File: src/rtl/hwi_pkg.sv
/*
  Constants for the high-voltage wake input and event interrupt block.
  Assumes a 100 MHz core clock derived from the internal oscillator.
*/
// How it works
// - Both rising and falling wake-pin crossings count as wake events.
// - Wake events interrupt in Normal/Stop, wake device in Sleep/Fail-Safe.
// - Static sensing always active; cyclic sensing only during timed window.
// - Each crossing restarts 16 us filter; accept only if stable till expiry.
// - Wake control enables pin wake; accepted events latch a status bit.
// - Level status shows pin level; cyclic sensing holds last sampled level.
// - GPIO as wake input uses same filter, latches secondary status.
// - Bias field: 00 none, 01 down, 10 up, 11 follows detected level.
// - Cyclic: sample at end of high-side switch on-time; change raises event.
// - Measurement mode routes pin voltage out; fail, GPIO, wake unavailable.
// - Measurement mode disables bias sources and blocks internal wake signal.
// - Measurement mode ignores bias and wake settings, writes still accepted.
// - Measurement mode blocks pin and GPIO wake status; holds level status cleared.
// - Pin sole wake source in measurement: sleep request fails to restart.
// - Interrupt drives low output for fixed pulse width, then releases.
// - Output stays high at least a minimum gap between pulses.
// - Raising an interrupt never changes operating mode.
// - Class bit: wake events only, or also latched failures.
// - Wake event interrupts only if its source is wake enabled.
// - Restart/fail-safe errors, power-on and state bits never interrupt.
// - No pulses in Restart/Fail-Safe/Sleep; Stop entry with wake bits pulses.
// - Status updates at pulse falling edge, or without pulse in Sleep/Fail-Safe; latched until read and cleared.
package hwi_pkg;

  // ------------------------------------------------------------------
  // Timing
  // ------------------------------------------------------------------
  localparam int CLK_MHZ          = 100;
  localparam int FILTER_TIME_US   = 16;
  localparam int PULSE_WIDTH_US   = 100;
  localparam int MIN_GAP_US       = 100;
  localparam int FILTER_CYCLES    = FILTER_TIME_US * CLK_MHZ;
  localparam int PULSE_CYCLES     = PULSE_WIDTH_US * CLK_MHZ;
  localparam int GAP_CYCLES       = MIN_GAP_US * CLK_MHZ;
  localparam int CNT_W            = 14;

  // ------------------------------------------------------------------
  // Bias select encodings and reset values
  // ------------------------------------------------------------------
  localparam logic [1:0] BIAS_NONE = 2'h0;
  localparam logic [1:0] BIAS_DOWN = 2'h1;
  localparam logic [1:0] BIAS_UP   = 2'h2;
  localparam logic [1:0] BIAS_AUTO = 2'h3;
  localparam logic [1:0] BIAS_RST  = 2'h0;

  // Operating modes
  typedef enum logic [2:0] {
    MODE_INIT,
    MODE_NORMAL,
    MODE_STOP,
    MODE_SLEEP,
    MODE_RESTART,
    MODE_FAILSAFE
  } hwi_mode_t;

endpackage

File: src/rtl/hwi_filter.sv
/*
  Wake input filter: a crossing restarts a timer, level accepted on expiry.
  Assumes a synchronised input in the core clock domain.
*/
`timescale 1ns/1ps
`default_nettype none
module hwi_filter #(
  parameter int CYCLES = hwi_pkg::FILTER_CYCLES
) (
  input  wire logic clk,
  input  wire logic arst_n,
  input  wire logic en,
  input  wire logic din,
  output logic      level,
  output logic      edge_evt
);
  logic [hwi_pkg::CNT_W-1:0] cnt;
  logic [hwi_pkg::CNT_W-1:0] next_cnt;
  logic                      seen;
  logic                      next_seen;
  logic                      next_level;
  logic                      next_edge_evt;

  always_comb begin
    next_cnt      = cnt;
    next_seen     = seen;
    next_level    = level;
    next_edge_evt = 1'b0;
    if (!en) begin
      next_cnt  = '0;
      next_seen = din;
      next_level = din;
    end else if (din != seen) begin
      // Crossing restarts the filter window
      next_seen = din;
      next_cnt  = hwi_pkg::CNT_W'(CYCLES - 1);
    end else if (cnt != '0) begin
      next_cnt = cnt - 1'b1;
      if (cnt == hwi_pkg::CNT_W'(1) && din != level) begin
        next_level    = din;
        next_edge_evt = 1'b1;
      end
    end
  end

  always_ff @(posedge clk or negedge arst_n) begin
    if (!arst_n) begin
      cnt      <= '0;
      seen     <= 1'b0;
      level    <= 1'b0;
      edge_evt <= 1'b0;
    end else begin
      cnt      <= next_cnt;
      seen     <= next_seen;
      level    <= next_level;
      edge_evt <= next_edge_evt;
    end
  end

  filter_accept_a: assert property (@(posedge clk) disable iff (!arst_n)
    edge_evt |-> (level == $past(din)) && (level != $past(level)))
    else $error("filtered edge without stable input");
endmodule
`default_nettype wire

File: src/rtl/hwi_top.sv
/*
  Wake pin sensing, bias selection, measurement override and event interrupt.
  Assumes mode, pin and high-side switch inputs come from outside the clock
  domain; software status clears and settings are same-domain levels.
*/
`timescale 1ns/1ps
`default_nettype none
module hwi_top (
  input  wire logic       CORE_CLK,
  input  wire logic       ARST_N,
  input  wire logic       HV_WAKE_PIN,
  input  wire logic       GPIO_WAKE_PIN,
  input  wire logic       HS_SWITCH_ON,
  input  wire logic [2:0] MODE,
  input  wire logic       CYCLIC_SENSE,
  input  wire logic       PIN_WAKE_EN,
  input  wire logic       GPIO_IS_WAKE,
  input  wire logic       CAN_WAKE_EN,
  input  wire logic       TIMER_WAKE_EN,
  input  wire logic       CAN_WAKE_EVT,
  input  wire logic       TIMER_WAKE_EVT,
  input  wire logic       FAILURE_EVT,
  input  wire logic       FATAL_EVT,
  input  wire logic [1:0] BIAS_SELECT_FIELD,
  input  wire logic       HV_MEASURE_ENABLE,
  input  wire logic       INT_GLOBAL,
  input  wire logic       SLEEP_REQ,
  input  wire logic       FAIL_OUTPUT_TEST,
  input  wire logic       CLR_PRIMARY,
  input  wire logic       CLR_SECONDARY,
  input  wire logic       CLR_FAILURE,
  output logic [1:0]      WAKE_STATUS_PRIMARY,
  output logic            WAKE_STATUS_SECONDARY,
  output logic            FAILURE_STATUS,
  output logic            PIN_LEVEL_STATUS,
  output logic            PULL_UP_ON,
  output logic            PULL_DOWN_ON,
  output logic            MEASURE_ROUTE_ON,
  output logic            FAIL_TEST_DRIVE,
  output logic            DEVICE_WAKE,
  output logic            SPI_FAIL,
  output logic            RESTART_REQ,
  output logic            EVENT_OUT_N
);

  // ------------------------------------------------------------------
  // Input synchronisers
  // ------------------------------------------------------------------
  logic [5:0] sync1;
  logic [5:0] sync2;
  logic [5:0] raw_in;
  logic [2:0] mode_d;
  logic [2:0] mode_q;
  assign raw_in = {MODE, HS_SWITCH_ON, GPIO_WAKE_PIN, HV_WAKE_PIN};
  wire logic [2:0] next_mode_q = (sync2[5:3] == mode_d) ? mode_d : mode_q;

  always_ff @(posedge CORE_CLK or negedge ARST_N) begin
    if (!ARST_N) begin
      sync1  <= '0;
      sync2  <= '0;
      mode_d <= '0;
      mode_q <= '0;
    end else begin
      sync1  <= raw_in;
      sync2  <= sync1;
      mode_d <= sync2[5:3];
      mode_q <= next_mode_q;
    end
  end

  hwi_pkg::hwi_mode_t mode;
  logic pin_s;
  logic gpio_s;
  logic hs_s;
  assign mode   = hwi_pkg::hwi_mode_t'(mode_q);
  assign hs_s   = sync2[2];
  assign gpio_s = sync2[1];
  assign pin_s  = sync2[0];

  logic run_mode;
  logic low_mode;
  assign run_mode = (mode == hwi_pkg::MODE_NORMAL) || (mode == hwi_pkg::MODE_STOP);
  assign low_mode = (mode == hwi_pkg::MODE_SLEEP) || (mode == hwi_pkg::MODE_FAILSAFE);

  // ------------------------------------------------------------------
  // Wake detection
  // ------------------------------------------------------------------
  // Measurement mode gates the internal wake signal; settings stay writable
  logic pin_gate;
  logic static_en;
  assign pin_gate  = !HV_MEASURE_ENABLE;
  assign static_en = pin_gate && !CYCLIC_SENSE;

  logic pin_level;
  logic pin_edge;
  logic gpio_level;
  logic gpio_edge;

  hwi_filter #(.CYCLES(hwi_pkg::FILTER_CYCLES)) u_pin_filt (
    .clk      (CORE_CLK),
    .arst_n   (ARST_N),
    .en       (static_en),
    .din      (pin_s),
    .level    (pin_level),
    .edge_evt (pin_edge)
  );

  // Same filter for the GPIO used as a wake input
  hwi_filter #(.CYCLES(hwi_pkg::FILTER_CYCLES)) u_gpio_filt (
    .clk      (CORE_CLK),
    .arst_n   (ARST_N),
    .en       (GPIO_IS_WAKE && !HV_MEASURE_ENABLE),
    .din      (gpio_s),
    .level    (gpio_level),
    .edge_evt (gpio_edge)
  );

  // Cyclic sensing: sample at end of switch on-time
  logic cyc_level;
  logic next_cyc_level;
  logic cyc_edge;
  logic next_cyc_edge;
  logic hs_d;

  always_comb begin
    next_cyc_level = cyc_level;
    next_cyc_edge  = 1'b0;
    if (pin_gate && CYCLIC_SENSE && hs_d && !hs_s) begin
      next_cyc_level = pin_s;
      next_cyc_edge  = (pin_s != cyc_level);
    end
  end

  always_ff @(posedge CORE_CLK or negedge ARST_N) begin
    if (!ARST_N) begin
      cyc_level <= 1'b0;
      cyc_edge  <= 1'b0;
      hs_d      <= 1'b0;
    end else begin
      cyc_level <= next_cyc_level;
      cyc_edge  <= next_cyc_edge;
      hs_d      <= hs_s;
    end
  end

  logic pin_evt;
  assign pin_evt = PIN_WAKE_EN && pin_gate && (CYCLIC_SENSE ? cyc_edge : pin_edge);

  // ------------------------------------------------------------------
  // Bias, level, measurement outputs
  // ------------------------------------------------------------------
  logic sense_level;
  assign sense_level = CYCLIC_SENSE ? cyc_level : pin_level;

  always_comb begin
    PULL_UP_ON   = 1'b0;
    PULL_DOWN_ON = 1'b0;
    if (pin_gate) begin
      case (BIAS_SELECT_FIELD)
        hwi_pkg::BIAS_DOWN: PULL_DOWN_ON = 1'b1;
        hwi_pkg::BIAS_UP:   PULL_UP_ON   = 1'b1;
        hwi_pkg::BIAS_AUTO: begin
          PULL_UP_ON   = pin_s;
          PULL_DOWN_ON = !pin_s;
        end
        default: ;
      endcase
    end
  end

  wire logic next_level_status = pin_gate && sense_level;

  assign MEASURE_ROUTE_ON = HV_MEASURE_ENABLE;
  assign FAIL_TEST_DRIVE  = FAIL_OUTPUT_TEST && !HV_MEASURE_ENABLE;
  assign RESTART_REQ      = SPI_FAIL;

  // Sole wake source is the pin when no other source is enabled
  logic sole_pin;
  logic next_spi_fail;
  assign sole_pin = PIN_WAKE_EN && !CAN_WAKE_EN && !TIMER_WAKE_EN && !GPIO_IS_WAKE;
  assign next_spi_fail = SPI_FAIL || (SLEEP_REQ && HV_MEASURE_ENABLE && sole_pin);

  // ------------------------------------------------------------------
  // Pending events and status latches
  // ------------------------------------------------------------------
  // Pending bits: {failure, gpio, timer, pin, can}
  logic [4:0] pend;
  logic [4:0] next_pend;
  logic [4:0] new_evt;
  logic       fire;
  logic       stop_entry;
  logic       mode_stop_d;

  assign new_evt = {FAILURE_EVT && INT_GLOBAL && !FATAL_EVT,
                    gpio_edge && GPIO_IS_WAKE,
                    TIMER_WAKE_EVT && TIMER_WAKE_EN,
                    pin_evt,
                    CAN_WAKE_EVT && CAN_WAKE_EN};
  assign stop_entry = (mode == hwi_pkg::MODE_STOP) && !mode_stop_d;

  always_comb begin
    next_pend = pend | new_evt;
    if (fire) begin
      next_pend = new_evt;
    end
  end

  logic [1:0] next_prim;
  logic       next_sec;
  logic       next_fail;
  always_comb begin
    // Clear first, then set: an update in the clear cycle wins
    next_prim = WAKE_STATUS_PRIMARY & ~{2{CLR_PRIMARY}};
    next_sec  = WAKE_STATUS_SECONDARY && !CLR_SECONDARY;
    next_fail = FAILURE_STATUS && !CLR_FAILURE;
    if (fire || low_mode) begin
      next_prim = next_prim | {pend[1], pend[0]};
      next_sec  = next_sec | pend[3];
      next_fail = next_fail | pend[4];
    end
  end

  // ------------------------------------------------------------------
  // Interrupt pulse sequencer
  // ------------------------------------------------------------------
  typedef enum logic [1:0] {IRQ_IDLE, IRQ_PULSE, IRQ_GAP} hwi_irq_t;
  hwi_irq_t                  irq_st;
  hwi_irq_t                  next_irq_st;
  logic [hwi_pkg::CNT_W-1:0] irq_cnt;
  logic [hwi_pkg::CNT_W-1:0] next_irq_cnt;
  logic                      want;
  logic                      stop_req;
  logic                      next_stop_req;
  wire logic stop_hit = stop_entry && (|WAKE_STATUS_PRIMARY || WAKE_STATUS_SECONDARY);

  // A Stop entry seen during a pulse or gap is held until the next pulse
  assign want          = run_mode && ((|pend) || stop_req || stop_hit);
  assign next_stop_req = (stop_req || stop_hit) && run_mode && !fire;
  assign fire = (irq_st == IRQ_IDLE) && want;

  always_comb begin
    next_irq_st  = irq_st;
    next_irq_cnt = irq_cnt;
    case (irq_st)
      IRQ_IDLE: begin
        if (want) begin
          next_irq_st  = IRQ_PULSE;
          next_irq_cnt = hwi_pkg::CNT_W'(hwi_pkg::PULSE_CYCLES - 1);
        end
      end
      IRQ_PULSE: begin
        if (irq_cnt == '0) begin
          next_irq_st  = IRQ_GAP;
          next_irq_cnt = hwi_pkg::CNT_W'(hwi_pkg::GAP_CYCLES - 1);
        end else begin
          next_irq_cnt = irq_cnt - 1'b1;
        end
      end
      IRQ_GAP: begin
        if (irq_cnt == '0) begin
          next_irq_st = IRQ_IDLE;
        end else begin
          next_irq_cnt = irq_cnt - 1'b1;
        end
      end
      default: next_irq_st = IRQ_IDLE;
    endcase
  end

  always_ff @(posedge CORE_CLK or negedge ARST_N) begin
    if (!ARST_N) begin
      irq_st                <= IRQ_IDLE;
      irq_cnt               <= '0;
      pend                  <= '0;
      mode_stop_d           <= 1'b0;
      stop_req              <= 1'b0;
      WAKE_STATUS_PRIMARY   <= '0;
      WAKE_STATUS_SECONDARY <= 1'b0;
      FAILURE_STATUS        <= 1'b0;
      PIN_LEVEL_STATUS      <= 1'b0;
      SPI_FAIL              <= 1'b0;
      DEVICE_WAKE           <= 1'b0;
    end else begin
      irq_st                <= next_irq_st;
      irq_cnt               <= next_irq_cnt;
      pend                  <= next_pend;
      mode_stop_d           <= (mode == hwi_pkg::MODE_STOP);
      stop_req              <= next_stop_req;
      WAKE_STATUS_PRIMARY   <= next_prim;
      WAKE_STATUS_SECONDARY <= next_sec;
      FAILURE_STATUS        <= next_fail;
      PIN_LEVEL_STATUS      <= next_level_status;
      SPI_FAIL              <= next_spi_fail;
      DEVICE_WAKE           <= low_mode && (|new_evt[3:0]);
    end
  end

  // Mode is only an input here, so an interrupt cannot alter it
  assign EVENT_OUT_N = (irq_st != IRQ_PULSE);

  // ------------------------------------------------------------------
  // Checks
  // ------------------------------------------------------------------
  pulse_quiet_a: assert property (@(posedge CORE_CLK) disable iff (!ARST_N)
    $fell(EVENT_OUT_N) |-> $past(run_mode))
    else $error("pulse outside run modes");
  pulse_len_a: assert property (@(posedge CORE_CLK) disable iff (!ARST_N)
    $fell(EVENT_OUT_N) |-> !EVENT_OUT_N [*8])
    else $error("pulse too short");
  gap_len_a: assert property (@(posedge CORE_CLK) disable iff (!ARST_N)
    $rose(EVENT_OUT_N) |-> EVENT_OUT_N [*8])
    else $error("gap too short");
  meas_level_a: assert property (@(posedge CORE_CLK) disable iff (!ARST_N)
    HV_MEASURE_ENABLE |=> !PIN_LEVEL_STATUS)
    else $error("level not cleared in measurement");
  meas_bias_a: assert property (@(posedge CORE_CLK) disable iff (!ARST_N)
    HV_MEASURE_ENABLE |-> !PULL_UP_ON && !PULL_DOWN_ON)
    else $error("bias active in measurement");
  bias_excl_a: assert property (@(posedge CORE_CLK) disable iff (!ARST_N)
    !(PULL_UP_ON && PULL_DOWN_ON))
    else $error("both bias sources on");
  spi_fail_a: assert property (@(posedge CORE_CLK) disable iff (!ARST_N)
    (SLEEP_REQ && HV_MEASURE_ENABLE && sole_pin) |=> SPI_FAIL && RESTART_REQ)
    else $error("sleep request not refused");
  sticky_a: assert property (@(posedge CORE_CLK) disable iff (!ARST_N)
    (WAKE_STATUS_SECONDARY && !CLR_SECONDARY) |=> WAKE_STATUS_SECONDARY)
    else $error("secondary status lost");
  fatal_a: assert property (@(posedge CORE_CLK) disable iff (!ARST_N)
    (FATAL_EVT && !(|pend) && !fire) |=> !pend[4])
    else $error("fatal error queued an interrupt");

  pulse_c: cover property (@(posedge CORE_CLK) disable iff (!ARST_N) $fell(EVENT_OUT_N));
  pin_c: cover property (@(posedge CORE_CLK) disable iff (!ARST_N) pin_evt);
  cyc_c: cover property (@(posedge CORE_CLK) disable iff (!ARST_N) cyc_edge);
  stop_c: cover property (@(posedge CORE_CLK) disable iff (!ARST_N) stop_entry && fire);

endmodule
`default_nettype wire

File: config.mk
export PLATFORM = sky130hd
export DESIGN_NAME = hwi_top
export DESIGN_NICKNAME = d
export VERILOG_FILES = /design/src/rtl/hwi_pkg.sv /design/src/rtl/hwi_filter.sv /design/src/rtl/hwi_top.sv
export SDC_FILE = /design/constraint.sdc
export NUM_CORES = 1
export LEC_CHECK = 0
export BUFFER_PORTS_ARGS = -buffer_cell sky130_fd_sc_hd__buf_2
export CORE_ASPECT_RATIO = 0.5
export CORE_MARGIN = 10
export CORE_UTILIZATION = 50
export CTS_CLUSTER_SIZE = 25
export DETAILED_ROUTE_END_ITERATION = 10
export GPL_TIMING_DRIVEN = 0
export HOLD_SLACK_MARGIN = 0.05
export PLACE_DENSITY = 0.71
export SLEW_MARGIN = 20
export SYNTH_ARGS = -nofsm -noshare
export SYNTH_HDL_FRONTEND = slang
export SYNTH_SLANG_ARGS = --single-unit
File: constraint.sdc
create_clock -name CORE_CLK -period 2.8 [get_ports CORE_CLK]
set_input_delay 0.42 -clock CORE_CLK [delete_from_list [all_inputs] [get_ports CORE_CLK]]
set_output_delay 0.42 -clock CORE_CLK [all_outputs]
set_load 0.005 [all_outputs]
==> results by group <==
Outcome
  – Run status: finished, final reports clean

Drt
  – Routed len/inst: 15.0 µm
  – Initial drt markers: 141
  – Average vias per placed instance: 5.57
  – Final wirelength: 8770 µm
  – Via count: 3,258
  – Post-route ant nets: 0
  – DRC Markers: 0
  – DR pass1 iterations: 5

Setup path
  – Critical Path RT: 3030 ps
  – CP endpoint kind: register
  – Worst-case reg-to-reg path depth: 9
  – Crit Reg-Reg Endpoint: irq_cnt[9]$_DFFE_PN0P_
  – CP Class: reg2reg
  – Worst R2R Setup Slack: 450 ps
  – Startpoint Class: register
  – Worst EP arrival: 2570 ps
  – Crit-path leading delay family: compound AO/OA/AOI/OAI gates
  – Critical path buffers and inverters: 3
  – CP Max Fanout: 10
  – Reg2Reg Launch Point: irq_cnt[0]$_DFFE_PN0P_
  – Slowest stage delay, CP: 430 ps
  – Crit-path slowest cell: dfrtp_1
  – Critical-path cell list: inv_1 -> ha_1 -> nor2b_1 -> and4_1 -> buf_2 -> a21boi_1 -> clkbuf_1 -> o21ai_0 -> a22o_1

Global routing
  – Overflow after GRT: 0
  – GR Util All Layers: 0.147
  – First-pass GRT wire length: 15,400 µm
  – Antenna violations before repair: 0
  – Largest net degree at the start of global routing: 49
  – Via count of the first global-routing pass: 3,276

STA
  – Worst rel slew slack: 0.503
  – Final Max Slew Viols: 0
  – Max Freq: 426 MHz
  – Crit share post-route: 0.838
  – Final sum of negative setup slack: 0 ps
  – RSZ-0062 raised after global routing: no
  – Min Tclk post-route: 2350 ps
  – Final Skew: 3.70 ps
  – Final Hold Viols: 0
  – Least-Margin Pin Slew: 740 ps
  – Final setup fails: 0

Cells and area
  – Post-route cell area: 4900 µm²
  – Synth-to-Final Area Change: 14.8%
  – Nets@finish: 507
  – Cell Count, Final, Fillers Out: 585
  – N_diodes: 0
  – Layout cells sized above 1: 0.148

CTS
  – Number of gates resized after CTS: 0
  – Clock Latency Late Sink: 340 ps
  – Clk root buf: clkbuf_16
  – Clock transition at path regs: 60 ps
  – Clock buffer count from CTS: 9
  – Clock H-tree levels: 3
  – Post-CTS Hold Buffers: 0
  – Post CTS Setup Buffer Count: 0
  – CTS Buffer Depth: 2
  – Clock sink count: 85
  – CTS tree: built

Floorplanning
  – Rows: 23
  – Chip Height: 85.3 µm
  – Initial cell density of the core: 0.524
  – Die span in x: 151 µm
  – Die area: 12,900 µm²
  – Core area: 8140 µm²
  – I/O Pins: 39

Power
  – Sequential Power Share: 0.412
  – PD cells: 802 nW/µm²
  – Clock network power share: 0.283
  – Worst VDD drop: 0.381 mV
  – Comb power frac: 0.305
  – Net switching power of the design: 1.36 mW
  – Internal: 2.57 mW
  – Switch share: 0.346
  – Design Power: 3.93 mW
  – Pleak: 2.21 nW

Synthesis
  – Syn Nets: 457
  – Main area contributors after synthesis: dfrtp_1 50%, xnor2_1 5.3%, ha_1 3.8%
  – Ys async rst share: 1.00
  – Synth cell types: 59
  – Post-synth top area share: 0.499
  – Top cell type by total area after synthesis: dfrtp_1
  – Synthesized area per cell: 10.2 µm²
  – Post-synthesis cell count: 418
  – Sequential cell area fraction in the yosys report: 0.499
  – Cell Area, Synth: 4270 µm²
  – Yosys warns: 0
  – Flops & latches, synth: 85
  – Post-synth EDFFs: 0
  – Predominant post-synthesis flop cell: dfrtp_1

Placement
  – PortBufs: 38
  – Placer Congestion: 0.923
  – DP Wirelength: 6390 µm
  – Placed Area: 4620 µm²
  – DP Cell Count: 569

Job
  – Max cap viols: 0

Hold path
  – Hold WC Path Type: in2async
## sequential cells by signal, indices dropped and copies added (netlist names), 2 cells and up
register / count
sync1: 6
irq_cnt: 14
irq_st: 2
WAKE_STATUS_PRIMARY: 2
pend: 5
u_gpio_filt.cnt: 14
u_pin_filt.cnt: 14
mode_d: 3
sync2: 6
mode: 3
## layout make-up
class / count / area [µm²]
fillers: 684 / 3250
flip-flops and latches: 85 / 2130
multi-input cells: 294 / 1980
clock buffers: 12 / 246
repair buffers: 39 / 213
well taps: 112 / 140
inverters: 27 / 101
plain buffers: 12 / 55.1
clock inverters: 4 / 32.5
## routing by layer
metal	routed length, µm	global-route usage	vias to the layer above
met5	0	0	-
met4	124	0.0556	0
met3	364	0.0471	12
met2	4120	0.231	53
met1	4160	0.186	1597
li1	-	-	1596
## synthesized netlist by cell type, drive strengths merged, types with 8 or more instances
library cell / instances
a211oi: 11
a21oi: 21
clkbuf: 8
dfrtp: 85
ha: 13
inv: 27
mux2: 8
nand2: 28
nor2: 36
nor3: 18
o21ai: 19
o31ai: 12
or3: 10
xnor2: 26
## logic make-up (layout without fill, tap and decap cells)
logic type,after synthesis,after routing,synth area share
and+or+nand+nor,139,139,0.173
AOI/OAI and AO/OA,99,99,0.160
DFF,85,85,0.499
buffers and inverters,39,94,0.0367
xor gates and xnor gates,33,33,0.0677
adders and majority gates,13,13,0.0381
muxes,10,10,0.0258
## per-stage QoR
| stage | hold WS, ps | util | setup WS (ps) |
|---|---|---|---|
| detailed placement | 345 | 0.567 | 454 |
| finish | 97.7 | 0.601 | 452 |
| CTS | 116 | 0.601 | 449 |
| global placement | 336 | 0.564 | 502 |
| global route | 145 | 0.601 | 193 |
| floorplan | 124 | - | 778 |
## worst max-delay path by stage
| stage | from | end | slack (ps) | cells after the start |
|---|---|---|---|---|
| global route | irq_cnt[0]$_DFFE_PN0P_ | irq_cnt[0]$_DFFE_PN0P_ | 190 | 9 |
| detailed placement | irq_cnt[0]$_DFFE_PN0P_ | irq_cnt[0]$_DFFE_PN0P_ | 450 | 9 |
| CTS | irq_cnt[0]$_DFFE_PN0P_ | irq_cnt[0]$_DFFE_PN0P_ | 450 | 9 |
| floorplan | irq_cnt[0]$_DFFE_PN0P_ | irq_cnt[0]$_DFFE_PN0P_ | 780 | 9 |
| global placement | irq_cnt[0]$_DFFE_PN0P_ | irq_cnt[1]$_DFFE_PN0P_ | 500 | 9 |
| finish | irq_cnt[0]$_DFFE_PN0P_ | irq_cnt[9]$_DFFE_PN0P_ | 450 | 9 |
## cells in the final DEF (no fill, tap or decap), types with 13 or more instances in the layout
cell type,n
inv_1,27
nand2_1,27
nor3_1,17
o21ai_0,16
ha_1,13
xnor2_1,26
nor2_1,36
dfrtp_1,85
a21oi_1,21
buf_2,39
## power by group through the flow
stage          Combinational (mW)  Clock (mW)  Sequential (mW)
4_1_cts                      1.21        1.14             1.62
6_report                     1.20        1.11             1.62
3_5_place_dp                 1.19           0             1.64
2_1_floorplan               0.897           0             1.59
5_1_grt                      1.36        1.20             1.65
3_3_place_gp                 1.16           0             1.63
Power figures use the tool's default switching activity.
